### src/ptpr_defines.svh
// Constants of the pulse terminal parameter register bank
`ifndef PTPR_DEFINES_SVH
`define PTPR_DEFINES_SVH

// ----------------------------------------------------------------
// Register indices
// ----------------------------------------------------------------
`define PTPR_ADDR_W        6
`define PTPR_IDX_CMD       6'h07
`define PTPR_IDX_DTYPE     6'h0d
`define PTPR_IDX_ALIGN     6'h0f
`define PTPR_IDX_MFR_FIRST 6'h10
`define PTPR_IDX_MFR_LAST  6'h1e
`define PTPR_IDX_UNLOCK    6'h1f
`define PTPR_IDX_FEATURE   6'h20
`define PTPR_IDX_SWON      6'h23
`define PTPR_IDX_USR_LAST  6'h2f
`define PTPR_USR_SWON_SLOT 4'h3

// ----------------------------------------------------------------
// Values and reset values
// ----------------------------------------------------------------
`define PTPR_UNLOCK_CODE   16'h1235
`define PTPR_CMD_RESTORE   16'h7000
`define PTPR_DTYPE_VALUE   8'h04
`define PTPR_DT_NONE       8'h00
`define PTPR_DT_FIX_FIRST  8'h01
`define PTPR_DT_FIX_LAST   8'h08
`define PTPR_DT_VAR_FIRST  8'h11
`define PTPR_DT_VAR_LAST   8'h16
`define PTPR_FEATURE_RST   16'h0030
`define PTPR_HWREV_RST     16'h0003
`define PTPR_ZERO_WORD     16'h0000
`define PTPR_DEF_R36       16'hc350
`define PTPR_DEF_R38       16'h86a0
`define PTPR_DEF_R39       16'h0001
`define PTPR_DEF_R40       16'h03e8
`define PTPR_DEF_R41       16'h03e8
`define PTPR_DEF_R42       16'h0064
`define PTPR_DEF_R43       16'h0032
`define PTPR_MFR_SWON_RST  16'h0000

// ----------------------------------------------------------------
// Feature and control bit positions
// ----------------------------------------------------------------
`define PTPR_FB_WD_OFF     2
`define PTPR_FB_SIGNMAG    3
`define PTPR_FB_CNT_EDGE   4
`define PTPR_FB_RAMP       5
`define PTPR_FB_RAMP_UNIT  6
`define PTPR_FB_IN_DIRECT  7
`define PTPR_FB_WD_USER    8
`define PTPR_FB_TRAVEL     9
`define PTPR_FB_CNT_SET    10
`define PTPR_FB_MODE_HI    14
`define PTPR_FB_MODE_LO    13
`define PTPR_FB_NEG        15
`define PTPR_CTRL_CNT_CLR  5
`define PTPR_SIGN_BIT      15

// ----------------------------------------------------------------
// Timing
// ----------------------------------------------------------------
`define PTPR_WD_TIMEOUT_MS 100
`define PTPR_CLK_KHZ       200000
`define PTPR_WD_CYCLES     (`PTPR_WD_TIMEOUT_MS * `PTPR_CLK_KHZ)

`endif

### src/ptpr_pkg.sv
// Types of the pulse terminal parameter register bank
package ptpr_pkg;

  typedef logic [15:0] ptpr_word_t;

  typedef enum logic [1:0] {
    PTPR_MODE_FREQ     = 2'b00,
    PTPR_MODE_PULSEDIR = 2'b01,
    PTPR_MODE_ENCODER  = 2'b10,
    PTPR_MODE_RSVD     = 2'b11
  } ptpr_out_mode_t;

endpackage : ptpr_pkg

### src/ptpr_watchdog.sv
// Process data watchdog of the pulse terminal
`timescale 1ns/100ps
`include "ptpr_defines.svh"

module ptpr_watchdog #(
  parameter int unsigned WD_CYCLES = `PTPR_WD_CYCLES
) (
  // Clock and reset
  input  wire logic sys_clk,
  input  wire logic rst_n,
  // Control
  input  wire logic enable,
  input  wire logic kick,
  // Status
  output logic      expired
);

  logic [31:0] count;
  logic        at_limit;

  assign at_limit = (count >= WD_CYCLES - 32'h0000_0001);

  // Counts idle cycles since the last process data
  always_ff @(posedge sys_clk or negedge rst_n) begin
    if (!rst_n) begin
      count <= 32'h0000_0000;
    end else if (kick || !enable) begin
      count <= 32'h0000_0000;
    end else if (!at_limit) begin
      count <= count + 32'h0000_0001;
    end
  end

  // Holds the overflow until fresh data arrives or the watchdog is disabled
  always_ff @(posedge sys_clk or negedge rst_n) begin
    if (!rst_n) begin
      expired <= 1'b0;
    end else if (kick || !enable) begin
      expired <= 1'b0;
    end else if (at_limit) begin
      expired <= 1'b1;
    end
  end

endmodule : ptpr_watchdog

### src/ptpr_regs.sv
// Parameter register bank of the pulse train output terminal
//
// Behaviour
// - Read-only data type code; 0x00 invalid, 0x01-0x08 fixed layouts.
// - Codes 0x11-0x16 repeat 0x01-0x06 with variable channel length.
// - Alignment bits are volatile, freely readable and writable.
// - Registers 16 to 30 hold manufacturer parameters, reloaded with defaults on reset.
// - Manufacturer area writes refused unless unlock word is held.
// - Registers 32 to 47 hold user parameters, write protected.
// - Writing 0x1235 unlocks; any other value locks again.
// - Unlock register reads its word when unlocked, zero when locked.
// - Register 16 reports the hardware revision.
// - Feature register resets to 0x0030 and selects operating modes.
// - Feature bit 2 clear runs watchdog; overflow outputs switch-on value.
// - Feature bit 3 selects sign-magnitude values, minus one is 0x8001.
// - Feature bit 4 clears counter on rising edge of control bit 5.
// - Feature bit 5 enables the frequency ramp.
// - Feature bit 6 selects ramp unit 10 or 1000 Hz/s.
// - Feature bit 8 picks manufacturer or user switch-on value.
// - Feature bit 9 enables travel distance control.
// - Command 0x7000 when unlocked restores user parameter defaults.
// - Watchdog overflows after 100 ms without process data.
`timescale 1ns/100ps
`include "ptpr_defines.svh"

module ptpr_regs #(
  parameter int unsigned WD_CYCLES = `PTPR_WD_CYCLES
) (
  // Clock and reset
  input  wire logic                   sys_clk,
  input  wire logic                   reset_n,
  // Register communication
  input  wire logic [5:0]             reg_addr,
  input  wire logic [15:0]            reg_wdata,
  input  wire logic                   reg_wr,
  input  wire logic                   reg_rd,
  output logic      [15:0]            reg_rdata,
  output logic                        reg_rd_valid,
  output logic                        reg_wr_refused,
  // Process data
  input  wire logic                   pd_valid,
  input  wire logic [15:0]            pd_data,
  input  wire logic [7:0]             ctrl_byte,
  // Output value and counter control
  output logic      [15:0]            out_value,
  output logic                        wd_timeout,
  output logic                        counter_load,
  output logic                        counter_load_set,
  // Configuration for pulse generation
  output logic                        cfg_ramp_en,
  output logic                        cfg_ramp_unit_1000,
  output logic                        cfg_input_direct,
  output logic                        cfg_travel_en,
  output ptpr_pkg::ptpr_out_mode_t    cfg_out_mode,
  output logic                        cfg_neg_logic,
  output logic                        cfg_signmag,
  output logic                        params_unlocked
);

  // ----------------------------------------------------------------
  // Functions
  // ----------------------------------------------------------------
  function automatic logic [7:0] dtype_checked(input logic [7:0] code);
    logic fix_ok;
    logic var_ok;
    fix_ok = (code >= `PTPR_DT_FIX_FIRST) && (code <= `PTPR_DT_FIX_LAST);
    var_ok = (code >= `PTPR_DT_VAR_FIRST) && (code <= `PTPR_DT_VAR_LAST);
    // Codes outside both ranges report no valid type
    if (fix_ok) begin
      dtype_checked = code;
    end else if (var_ok) begin
      dtype_checked = code;
    end else begin
      dtype_checked = `PTPR_DT_NONE;
    end
  endfunction : dtype_checked

  function automatic logic [3:0] area_slot(input logic [5:0] addr,
                                           input logic [5:0] base);
    logic [5:0] diff;
    diff = addr - base;
    area_slot = diff[3:0];
  endfunction : area_slot

  function automatic logic [15:0] user_default(input logic [3:0] slot);
    logic [15:0] val;
    val = `PTPR_ZERO_WORD;
    unique case (slot)
      4'h0: val = `PTPR_FEATURE_RST;
      4'h4: val = `PTPR_DEF_R36;
      4'h6: val = `PTPR_DEF_R38;
      4'h7: val = `PTPR_DEF_R39;
      4'h8: val = `PTPR_DEF_R40;
      4'h9: val = `PTPR_DEF_R41;
      4'ha: val = `PTPR_DEF_R42;
      4'hb: val = `PTPR_DEF_R43;
      default: val = `PTPR_ZERO_WORD;
    endcase
    user_default = val;
  endfunction : user_default

  // Sign-magnitude to two's complement when selected
  function automatic logic [15:0] decode_value(input logic [15:0] raw,
                                               input logic signmag);
    logic [15:0] mag;
    mag = {1'b0, raw[14:0]};
    if (signmag && raw[`PTPR_SIGN_BIT]) begin
      decode_value = 16'h0000 - mag;
    end else begin
      decode_value = raw;
    end
  endfunction : decode_value

  // ----------------------------------------------------------------
  // Reset release
  // ----------------------------------------------------------------
  logic rst_meta;
  logic rst_n;

  always_ff @(posedge sys_clk or negedge reset_n) begin
    if (!reset_n) begin
      rst_meta <= 1'b0;
      rst_n    <= 1'b0;
    end else begin
      rst_meta <= 1'b1;
      rst_n    <= rst_meta;
    end
  end

  // ----------------------------------------------------------------
  // Storage
  // ----------------------------------------------------------------
  logic [15:0] mfr_mem [0:14];
  logic [15:0] usr_mem [0:15];
  logic [15:0] align_bits;
  logic [15:0] unlock_word;
  logic [15:0] command_entry;
  logic [15:0] feature;
  logic        unlocked;
  logic        in_mfr;
  logic        in_usr;
  logic        wr_mfr;
  logic        wr_usr;
  logic        wr_refuse;
  logic        restore;
  logic [3:0]  mfr_slot;
  logic [3:0]  usr_slot;

  assign feature  = usr_mem[0];
  assign mfr_slot = area_slot(reg_addr, `PTPR_IDX_MFR_FIRST);
  assign usr_slot = area_slot(reg_addr, `PTPR_IDX_FEATURE);
  assign in_mfr   = (reg_addr >= `PTPR_IDX_MFR_FIRST) &&
                    (reg_addr <= `PTPR_IDX_MFR_LAST);
  assign in_usr   = (reg_addr >= `PTPR_IDX_FEATURE) &&
                    (reg_addr <= `PTPR_IDX_USR_LAST);
  assign wr_mfr   = reg_wr && in_mfr && unlocked;
  assign wr_usr   = reg_wr && in_usr && unlocked;
  assign wr_refuse = reg_wr && (in_mfr || in_usr) && !unlocked;
  assign restore  = reg_wr && (reg_addr == `PTPR_IDX_CMD) &&
                    (reg_wdata == `PTPR_CMD_RESTORE) && unlocked;

  // ----------------------------------------------------------------
  // Manufacturer area
  // ----------------------------------------------------------------
  always_ff @(posedge sys_clk or negedge rst_n) begin
    if (!rst_n) begin
      mfr_mem[0] <= `PTPR_HWREV_RST;
      for (int i = 1; i < 15; i++) begin
        mfr_mem[i] <= `PTPR_ZERO_WORD;
      end
    end else if (wr_mfr) begin
      mfr_mem[mfr_slot] <= reg_wdata;
    end
  end

  // ----------------------------------------------------------------
  // User area, feature register in slot 0
  // ----------------------------------------------------------------
  always_ff @(posedge sys_clk or negedge rst_n) begin
    if (!rst_n) begin
      for (int i = 0; i < 16; i++) begin
        usr_mem[i] <= user_default(4'(i));
      end
    end else if (restore) begin
      for (int i = 0; i < 16; i++) begin
        usr_mem[i] <= user_default(4'(i));
      end
    end else if (wr_usr) begin
      usr_mem[usr_slot] <= reg_wdata;
    end
  end

  // ----------------------------------------------------------------
  // Volatile registers
  // ----------------------------------------------------------------
  always_ff @(posedge sys_clk or negedge rst_n) begin
    if (!rst_n) begin
      align_bits <= `PTPR_ZERO_WORD;
    end else if (reg_wr && (reg_addr == `PTPR_IDX_ALIGN)) begin
      align_bits <= reg_wdata;
    end
  end

  // Any write replaces the word; only the code word unlocks
  always_ff @(posedge sys_clk or negedge rst_n) begin
    if (!rst_n) begin
      unlock_word <= `PTPR_ZERO_WORD;
      unlocked    <= 1'b0;
    end else if (reg_wr && (reg_addr == `PTPR_IDX_UNLOCK)) begin
      unlock_word <= reg_wdata;
      unlocked    <= (reg_wdata == `PTPR_UNLOCK_CODE);
    end
  end

  always_ff @(posedge sys_clk or negedge rst_n) begin
    if (!rst_n) begin
      command_entry <= `PTPR_ZERO_WORD;
    end else if (reg_wr && (reg_addr == `PTPR_IDX_CMD)) begin
      command_entry <= reg_wdata;
    end
  end

  always_ff @(posedge sys_clk or negedge rst_n) begin
    if (!rst_n) begin
      reg_wr_refused <= 1'b0;
    end else begin
      reg_wr_refused <= wr_refuse;
    end
  end

  // ----------------------------------------------------------------
  // Read path
  // ----------------------------------------------------------------
  logic [15:0] rd_mux;

  always_comb begin
    rd_mux = `PTPR_ZERO_WORD;
    if (in_mfr) begin
      rd_mux = mfr_mem[mfr_slot];
    end else if (in_usr) begin
      rd_mux = usr_mem[usr_slot];
    end else if (reg_addr == `PTPR_IDX_CMD) begin
      rd_mux = command_entry;
    end else if (reg_addr == `PTPR_IDX_DTYPE) begin
      rd_mux = {8'h00, dtype_checked(`PTPR_DTYPE_VALUE)};
    end else if (reg_addr == `PTPR_IDX_ALIGN) begin
      rd_mux = align_bits;
    end else if (reg_addr == `PTPR_IDX_UNLOCK) begin
      rd_mux = unlocked ? unlock_word : `PTPR_ZERO_WORD;
    end
  end

  always_ff @(posedge sys_clk or negedge rst_n) begin
    if (!rst_n) begin
      reg_rdata    <= `PTPR_ZERO_WORD;
      reg_rd_valid <= 1'b0;
    end else begin
      reg_rd_valid <= reg_rd;
      if (reg_rd) begin
        reg_rdata <= rd_mux;
      end
    end
  end

  // ----------------------------------------------------------------
  // Watchdog
  // ----------------------------------------------------------------
  logic wd_expired;

  ptpr_watchdog #(
    .WD_CYCLES (WD_CYCLES)
  ) u_watchdog (
    .sys_clk (sys_clk),
    .rst_n   (rst_n),
    .enable  (!feature[`PTPR_FB_WD_OFF]),
    .kick    (pd_valid),
    .expired (wd_expired)
  );

  // ----------------------------------------------------------------
  // Output value
  // ----------------------------------------------------------------
  logic [15:0] swon_value;
  logic        wd_rise;
  logic        load_swon;

  assign swon_value = feature[`PTPR_FB_WD_USER] ?
                      usr_mem[`PTPR_USR_SWON_SLOT] :
                      `PTPR_MFR_SWON_RST;
  assign wd_rise    = wd_expired && !wd_timeout;

  // Switch-on value is applied once after reset release
  always_ff @(posedge sys_clk or negedge rst_n) begin
    if (!rst_n) begin
      load_swon <= 1'b1;
    end else begin
      load_swon <= 1'b0;
    end
  end

  always_ff @(posedge sys_clk or negedge rst_n) begin
    if (!rst_n) begin
      wd_timeout <= 1'b0;
    end else begin
      wd_timeout <= wd_expired;
    end
  end

  always_ff @(posedge sys_clk or negedge rst_n) begin
    if (!rst_n) begin
      out_value <= `PTPR_MFR_SWON_RST;
    end else if (pd_valid) begin
      out_value <= decode_value(pd_data,
                                feature[`PTPR_FB_SIGNMAG]);
    end else if (load_swon || wd_rise) begin
      out_value <= swon_value;
    end
  end

  // ----------------------------------------------------------------
  // Counter clear on control edge
  // ----------------------------------------------------------------
  logic ctrl_clr_prev;

  always_ff @(posedge sys_clk or negedge rst_n) begin
    if (!rst_n) begin
      ctrl_clr_prev <= 1'b0;
    end else if (pd_valid) begin
      ctrl_clr_prev <= ctrl_byte[`PTPR_CTRL_CNT_CLR];
    end
  end

  always_ff @(posedge sys_clk or negedge rst_n) begin
    if (!rst_n) begin
      counter_load <= 1'b0;
    end else begin
      counter_load <= pd_valid && feature[`PTPR_FB_CNT_EDGE] &&
                      ctrl_byte[`PTPR_CTRL_CNT_CLR] &&
                      !ctrl_clr_prev;
    end
  end

  // ----------------------------------------------------------------
  // Feature configuration outputs
  // ----------------------------------------------------------------
  assign counter_load_set   = feature[`PTPR_FB_CNT_SET];
  assign cfg_input_direct   = feature[`PTPR_FB_IN_DIRECT];
  assign cfg_ramp_en        = feature[`PTPR_FB_RAMP];
  assign cfg_ramp_unit_1000 = feature[`PTPR_FB_RAMP_UNIT];
  assign cfg_travel_en      = feature[`PTPR_FB_TRAVEL];
  assign cfg_neg_logic      = feature[`PTPR_FB_NEG];
  assign cfg_signmag        = feature[`PTPR_FB_SIGNMAG];
  assign cfg_out_mode       = ptpr_pkg::ptpr_out_mode_t'(
    feature[`PTPR_FB_MODE_HI:`PTPR_FB_MODE_LO]);
  assign params_unlocked    = unlocked;

endmodule : ptpr_regs

### config.mk
export PLATFORM = sky130hd
export DESIGN_NAME = ptpr_regs
export DESIGN_NICKNAME = d
export VERILOG_FILES = /design/src/ptpr_pkg.sv /design/src/ptpr_watchdog.sv /design/src/ptpr_regs.sv
export VERILOG_INCLUDE_DIRS = /design/src
export SDC_FILE = /design/constraint.sdc
export NUM_CORES = 1
export LEC_CHECK = 0
export ABC_AREA = 1
export BUFFER_PORTS_ARGS = -buffer_cell sky130_fd_sc_hd__buf_2
export CORE_UTILIZATION = 25
export CTS_BUF_LIST = sky130_fd_sc_hd__clkbuf_4 sky130_fd_sc_hd__clkbuf_8
export CTS_CLUSTER_SIZE = 40
export DETAILED_ROUTE_END_ITERATION = 10
export MAX_ROUTING_LAYER = met4
export RECOVER_POWER = 25
export SYNTH_ARGS = -nofsm -noshare
export SYNTH_HDL_FRONTEND = slang
export SYNTH_SLANG_ARGS = --single-unit
export TNS_END_PERCENT = 10
### constraint.sdc
create_clock -name sys_clk -period 50.3 [get_ports sys_clk]
set_input_delay 7.545 -clock sys_clk [delete_from_list [all_inputs] [get_ports sys_clk]]
set_output_delay 7.545 -clock sys_clk [all_outputs]
set_load 0.005 [all_outputs]
# After elaboration in Yosys (flattened, before gate mapping)
# Index checks and enable logic that the tools add are counted.
# word_totals
register_bits	618
input_bits	51
out_inout_bits	46
elab_cells	127
# classes
n_addsub	4
n_lt_le_gt_ge	9
n_eq_ne	7
mux	29
bitwise	2
n_reduce_logical	29
# ops
operator	count
256-bit 2-to-1 mux	2
16-bit 2-to-1 mux	17
256-bit bitwise mux	1
240-bit bitwise mux	1
16-bit binary-select mux with 4-bit select	2
16-bit demux with 4-bit select	2
32-bit 2-to-1 mux	2
32-bit by 1-bit adder with 32-bit output, second input constant	1
32-bit by 25-bit greater-or-equal comparator with 1-bit output, second input constant	1
1-bit logical AND	20
16-bit by 13-bit == test with 1-bit output, second input constant	1
16-bit by 15-bit == test with 1-bit output, second input constant	1
1-bit by 15-bit subtractor with 16-bit output, first input constant	1
6-bit by 4-bit == test with 1-bit output, second input constant	2
5-bit greater-or-equal comparator, second input constant	2
5-bit by 1-bit less-than comparator with 1-bit output, second input constant	2
4-bit inverter with 5-bit output	2
4-bit by 1-bit subtractor with 4-bit output, second input constant	2
6-bit by 3-bit == test with 1-bit output, second input constant	1
6-bit by 5-bit == test with 1-bit output, second input constant	1
6-bit by 5-bit greater-or-equal comparator with 1-bit output, second input constant	1
6-bit greater-or-equal comparator, second input constant	1
6-bit by 5-bit <= comparator with 1-bit output, second input constant	1
6-bit <= comparator, second input constant	1
other kinds (5)	12

# Longest topological paths before layout
# logic_depth
ltp_word	9
ltp_mapped	15
ltp_nobuf	13

# Cells and area by module
# Synthesis repeated with hierarchy kept, for this count alone.
# hier_totals
cells_unflattened	4389
area_unflattened_um2	31333.8
# by_module_without_submodules
module	n_inst	cells_each	area_each_um2	seq_area_each_um2
ptpr_regs	1	4049	29101.7	14682.8
ptpr_watchdog	1	340	2232.1	825.8

# Least setup slack after synthesis
# No wires, ideal clock.
# synth_path
path_kind	input -> register
from	input port reg_addr[0]
to	register mfr_mem[27] (netlist bit)
setup_time_ns	0.131
t_arrival_ns	8.896
required_time_ns	50.169
slack_ns	41.273
stages	11
n_path_buf	3
cell_sequence	buf_2 nand2_2 nor2_2 nor2_4 inv_2 nor3_4 buf_6 nand2_4 buf_2 nand2_1 o21ai_1
# synth_between
elab_chain_cells	7
word_cells_on_any_way	13
cone_classes	add/sub: 1; order compare: 4; mux: 3; bitwise: 1; reduce/logical: 4
# synth_rtl
element	line	rtl
from (decl)	ptpr_regs.sv:33	input wire logic [5:0] reg_addr,
4-bit by 1-bit subtractor with 4-bit output	ptpr_regs.sv:81	diff = addr - base;
4-bit inverter with 5-bit output (not written as such)	ptpr_regs.sv:172	mfr_mem[mfr_slot] <= reg_wdata;
5-bit greater-or-equal comparator (not written as such) or 5-bit by 1-bit less-than comparator with 1-bit output (tied branches)	ptpr_regs.sv:172	
1-bit logical AND (not written as such)	ptpr_regs.sv:172	
16-bit 2-to-1 mux (not written as such)	ptpr_regs.sv:172	
16-bit demux with 4-bit select	ptpr_regs.sv:172	
240-bit bitwise mux	ptpr_regs.sv:172	
to (signal, indexed assignment)	ptpr_regs.sv:169	mfr_mem[i] <= `PTPR_ZERO_WORD;
to (signal, indexed assignment)	ptpr_regs.sv:172	
to (decl)	ptpr_regs.sv:133	logic [15:0] mfr_mem [0:14];
# Several ways; a longest one is shown, not always the timed one.
# A chain may end at the register's enable or synchronous reset.

# Worst setup path in the final report
# layout_path
from	input port reg_addr[0]
to	register usr_mem[199] (netlist bit)
# layout_between
elab_chain_cells	9
word_cells_on_any_way	20
cone_classes	add/sub: 1; order compare: 4; eq/ne: 1; mux: 5; bitwise: 1; reduce/logical: 8
# layout_rtl
element	line	rtl
4-bit by 1-bit subtractor with 4-bit output	ptpr_regs.sv:81	
4-bit inverter with 5-bit output (not written as such)	ptpr_regs.sv:189	usr_mem[usr_slot] <= reg_wdata;
5-bit greater-or-equal comparator (not written as such) or 5-bit by 1-bit less-than comparator with 1-bit output (tied branches)	ptpr_regs.sv:189	
1-bit logical AND (not written as such)	ptpr_regs.sv:189	
16-bit 2-to-1 mux (not written as such)	ptpr_regs.sv:189	
16-bit demux with 4-bit select	ptpr_regs.sv:189	
256-bit bitwise mux	ptpr_regs.sv:189	
256-bit 2-to-1 mux	ptpr_regs.sv:188	end else if (wr_usr) begin
256-bit 2-to-1 mux	ptpr_regs.sv:184	end else if (restore) begin
to (signal, indexed assignment)	ptpr_regs.sv:182	usr_mem[i] <= user_default(4'(i));
to (signal, indexed assignment)	ptpr_regs.sv:186	usr_mem[i] <= user_default(4'(i));
to (signal, indexed assignment)	ptpr_regs.sv:189	
to (decl)	ptpr_regs.sv:134	logic [15:0] usr_mem [0:15];
# Several ways; a longest one is shown, not always the timed one. The select of a mux whose other input is x is not followed.

==> results.cfg <==
[routing]
detail_route.wl_per_cell_um = 16.34
drtAntennaViolNets = 0
firstDrtPassIters = 9
drtIter0Drc = 2710
avgViaCountPerCell = 4.601
via_count = 27940
finalWirelength_mm = 99.24
remaining_drc_errors = 8

[floorplan]
floorplan.core_area_um2 = 124000
die_area_um2 = 126600
die_w_um = 355.9
num_rows = 129
die_h_um = 355.9
ios = 97
initial_core_util = 0.2525

[timing]
rsz0062_at_grt = false
fin_skew_ns = 0.05349
fin_crit_ns = 10.75
fmax_mhz = 93.01
fin_tns_setup_ns = 0
fin_crit_sh = 0.2138
worst_slew_pin_slew_ns = 4.233
hold_viol = 0
slew_headroom = -1.822
timing.hold.ws_ns = 0.3493
setup_viol = 0
slew_violations = 442

[logic_synthesis]
ys_warn_count = 0
yosysSeqAreaShare = 0.4954
syn_area_um2 = 31300
ys_ff_latch = 618
synth_nets = 4454
synth_cell_types = 36
synthesis.instances = 4401
synth.avg_cell_area_um2 = 7.113

[clocking]
cts_setup_buffers = 0
path_clk_slew_ns = 0.06
cts_buffers = 105
clk_latency_ns = 0.79
htree_levels = 3
hold_buffers = 0
cts.repair.resized = 0
cts_sinks = 618
cts_root_buf = clkbuf_8
cts_tree = done
cts_buffer_depth = 3

[setup_path]
end_kind = register
crit_arrival_ns = 11.42
cp-start-kind = primary input
max_stage_delay_ns = 0.79
critPathSlowestCell = nand3_4
critPathKind = primary input to register
cp.required_ns = 50.97
critPathMaxFanout = 73
cp_cell_sequence = buf_6, nand2_2, nor2_2, nand2_2, nor2_4, nand3_4, buf_4, nand2_2, nor2_1, nor2_1, inv_1
cpMostUsedCell = nand2_2

[grt]
track_usage = 0.1607
antenna_found_initial = 4
grt_pass1_wl_mm = 154.8
globalRouteOverflowTotal = 0
grt_max_degree = 128
grt_pass1_vias = 25770

[placement]
dp_hpwl_mm = 58.25
placed_cells = 5875
port_buffers = 89
gp_congestion = 0.8427
place_area_um2 = 32970

[power]
ir_drop_mv = 0.02135
powerDensity_nw_per_um2 = 36.27
p_leak_nw = 18.53

[layout]
nFillCells = 13620
area_growth_pct = 12.89
fin_cells = 6073
design_area_um2 = 35340
drive_gt1_frac = 0.08954
nets = 4398

[status]
violations = design-rule violations, max-capacitance violations, max-slew violations
outcome = finished, violations left

[worst_hold_path]
min_path_type = register to register

[run]
drv_cap = 7
state kept, by name, summed over array words and instances (netlist names):
register / count
unlock_word: 16
params_unlocked: 1
reg_rdata: 16
u_watchdog.expired: 1
mfr_mem: 240
out_value: 16
ctrl_clr_prev: 1
reg_rd_valid: 1
feature: 16
command_entry: 16
u_watchdog.count: 32
reg_wr_refused: 1
usr_mem: 240
align_bits: 16
load_swon: 1
rst_n: 1
counter_load: 1
wd_timeout: 1
rst_meta: 1
stage by stage:
| stage | worst slack, ns | util | total power [mW] |
|---|---|---|---|
| detailed placement | 38.80 | 0.2660 | 0.7815 |
| finish | 39.55 | 0.2851 | 1.282 |
| global route | 39.31 | 0.2851 | 1.351 |
| global placement | 38.81 | 0.2660 | 0.7763 |
| floorplan | 31.86 | - | 0.7248 |
| CTS | 39.65 | 0.2853 | 1.293 |
routing by layer:
metal,vias up,track usage,part of all wire
li1,13550,-,-
met1,13300,0.2320,0.48
met2,951,0.2268,0.42
met3,140,0.03268,0.083
met4,0,0.03983,0.019
met5,-,-,0
placed cells by master (no fill, tap or decap), types with 3 or more instances in the layout:
cell type / instances
xor2_1: 12
a31oi_1: 9
a21oi_1: 35
nand3_1: 161
nand4_1: 23
buf_2: 87
dfstp_2: 35
o21bai_1: 10
clkbuf_8: 138
inv_2: 5
buf_4: 39
nor2_4: 4
dfrtp_1: 583
nor2_2: 9
nand3b_1: 11
o21ai_1: 171
clkinv_2: 6
clkinvlp_4: 3
clkbuf_1: 6
nand2_2: 4
nor2_1: 202
nor3_1: 17
clkbuf_4: 42
nand2_4: 10
xnor2_1: 4
inv_1: 309
o21ai_0: 363
o211ai_1: 32
nand2_1: 2078
final timing paths:
path	from	slack, ns	depth (start not counted)	end
worst max-delay path	reg_addr[0]	39.55	11	usr_mem[199]$_DFFE_PN0P_
worst min-delay path	rst_meta$_DFF_PN0_	0.35	0	rst_n$_DFF_PN0_
worst max register to register	rst_n$_DFF_PN0_	41.76	4	usr_mem[75]$_DFFE_PN0P_
worst min register to register	rst_meta$_DFF_PN0_	0.35	0	rst_n$_DFF_PN0_
max in group asynchronous	rst_n$_DFF_PN0_	41.76	4	usr_mem[75]$_DFFE_PN0P_
min in group asynchronous	rst_n$_DFF_PN0_	0.78	0	mfr_mem[61]$_DFFE_PN0P_
power by group:
group | internal, mW | switching (mW)
Sequential | 0.562 | 0.0354
Combinational | 0.0605 | 0.117
Clock | 0.284 | 0.223
Total | 0.906 | 0.376
final cells by class:
| class | count | area, µm² | area share |
|---|---|---|---|
| clock buffer | 180 | 2215 | 0.06267 |
| timing repair buffer | 134 | 782.0 | 0.02213 |
| multi-input combinational | 3168 | 13400 | 0.3792 |
| antenna | 2 | 5.005 | 0.0001416 |
| sequential | 618 | 15510 | 0.4389 |
| clock inverter | 16 | 176.4 | 0.004992 |
| inverter | 318 | 1204 | 0.03406 |
| tap | 1637 | 2048 | 0.05796 |
kinds of logic (layout without fill, tap and decap cells):
group                    Yosys count  count (layout)  share of synthesized area
adder cells (fa/ha/maj)            2               2                  0.0007993
AO/OA/AOI/OAI                    623             623                     0.1035
buffers and inverters            615             648                    0.07746
AND/OR/NAND/NOR                 2525            2525                     0.3181
XOR/XNOR                          16              16                   0.004477
other                              2               4                  0.0002399
flip-flops                       618             618                     0.4954
synth_stat cells (all sizes together):
library cell / count / share of area
nand2: 2092 / 0.25
dfrtp: 583 / 0.47
o21ai: 535 / 0.086
inv: 316 / 0.038
nor2: 215 / 0.027
clkbuf: 198 / 0.024
nand3: 162 / 0.026
buf: 99 / 0.016
a21oi: 35 / 0.0056
dfstp: 35 / 0.029
o211ai: 32 / 0.0077
nand4: 23 / 0.0046
nor3: 19 / 0.0038
xor2: 12 / 0.0034
nand3b: 11 / 0.0026
o21bai: 10 / 0.0024
a31oi: 9 / 0.0018
xnor2: 4 / 0.0011
clkinv: 2 / 0.00024
conb: 2 / 0.00024
ha: 2 / 0.00080
nor4: 2 / 0.00040
a211oi: 1 / 0.00024
a22oi: 1 / 0.00024
nor3b: 1 / 0.00024
worst max-delay path, delay by kind of cell:
family / cells / cell delay, ns
buffers and inverters: 3 / 1.00
and+or+nand+nor: 8 / 2.75
No activity file was read; power rests on OpenSTA's default activity.
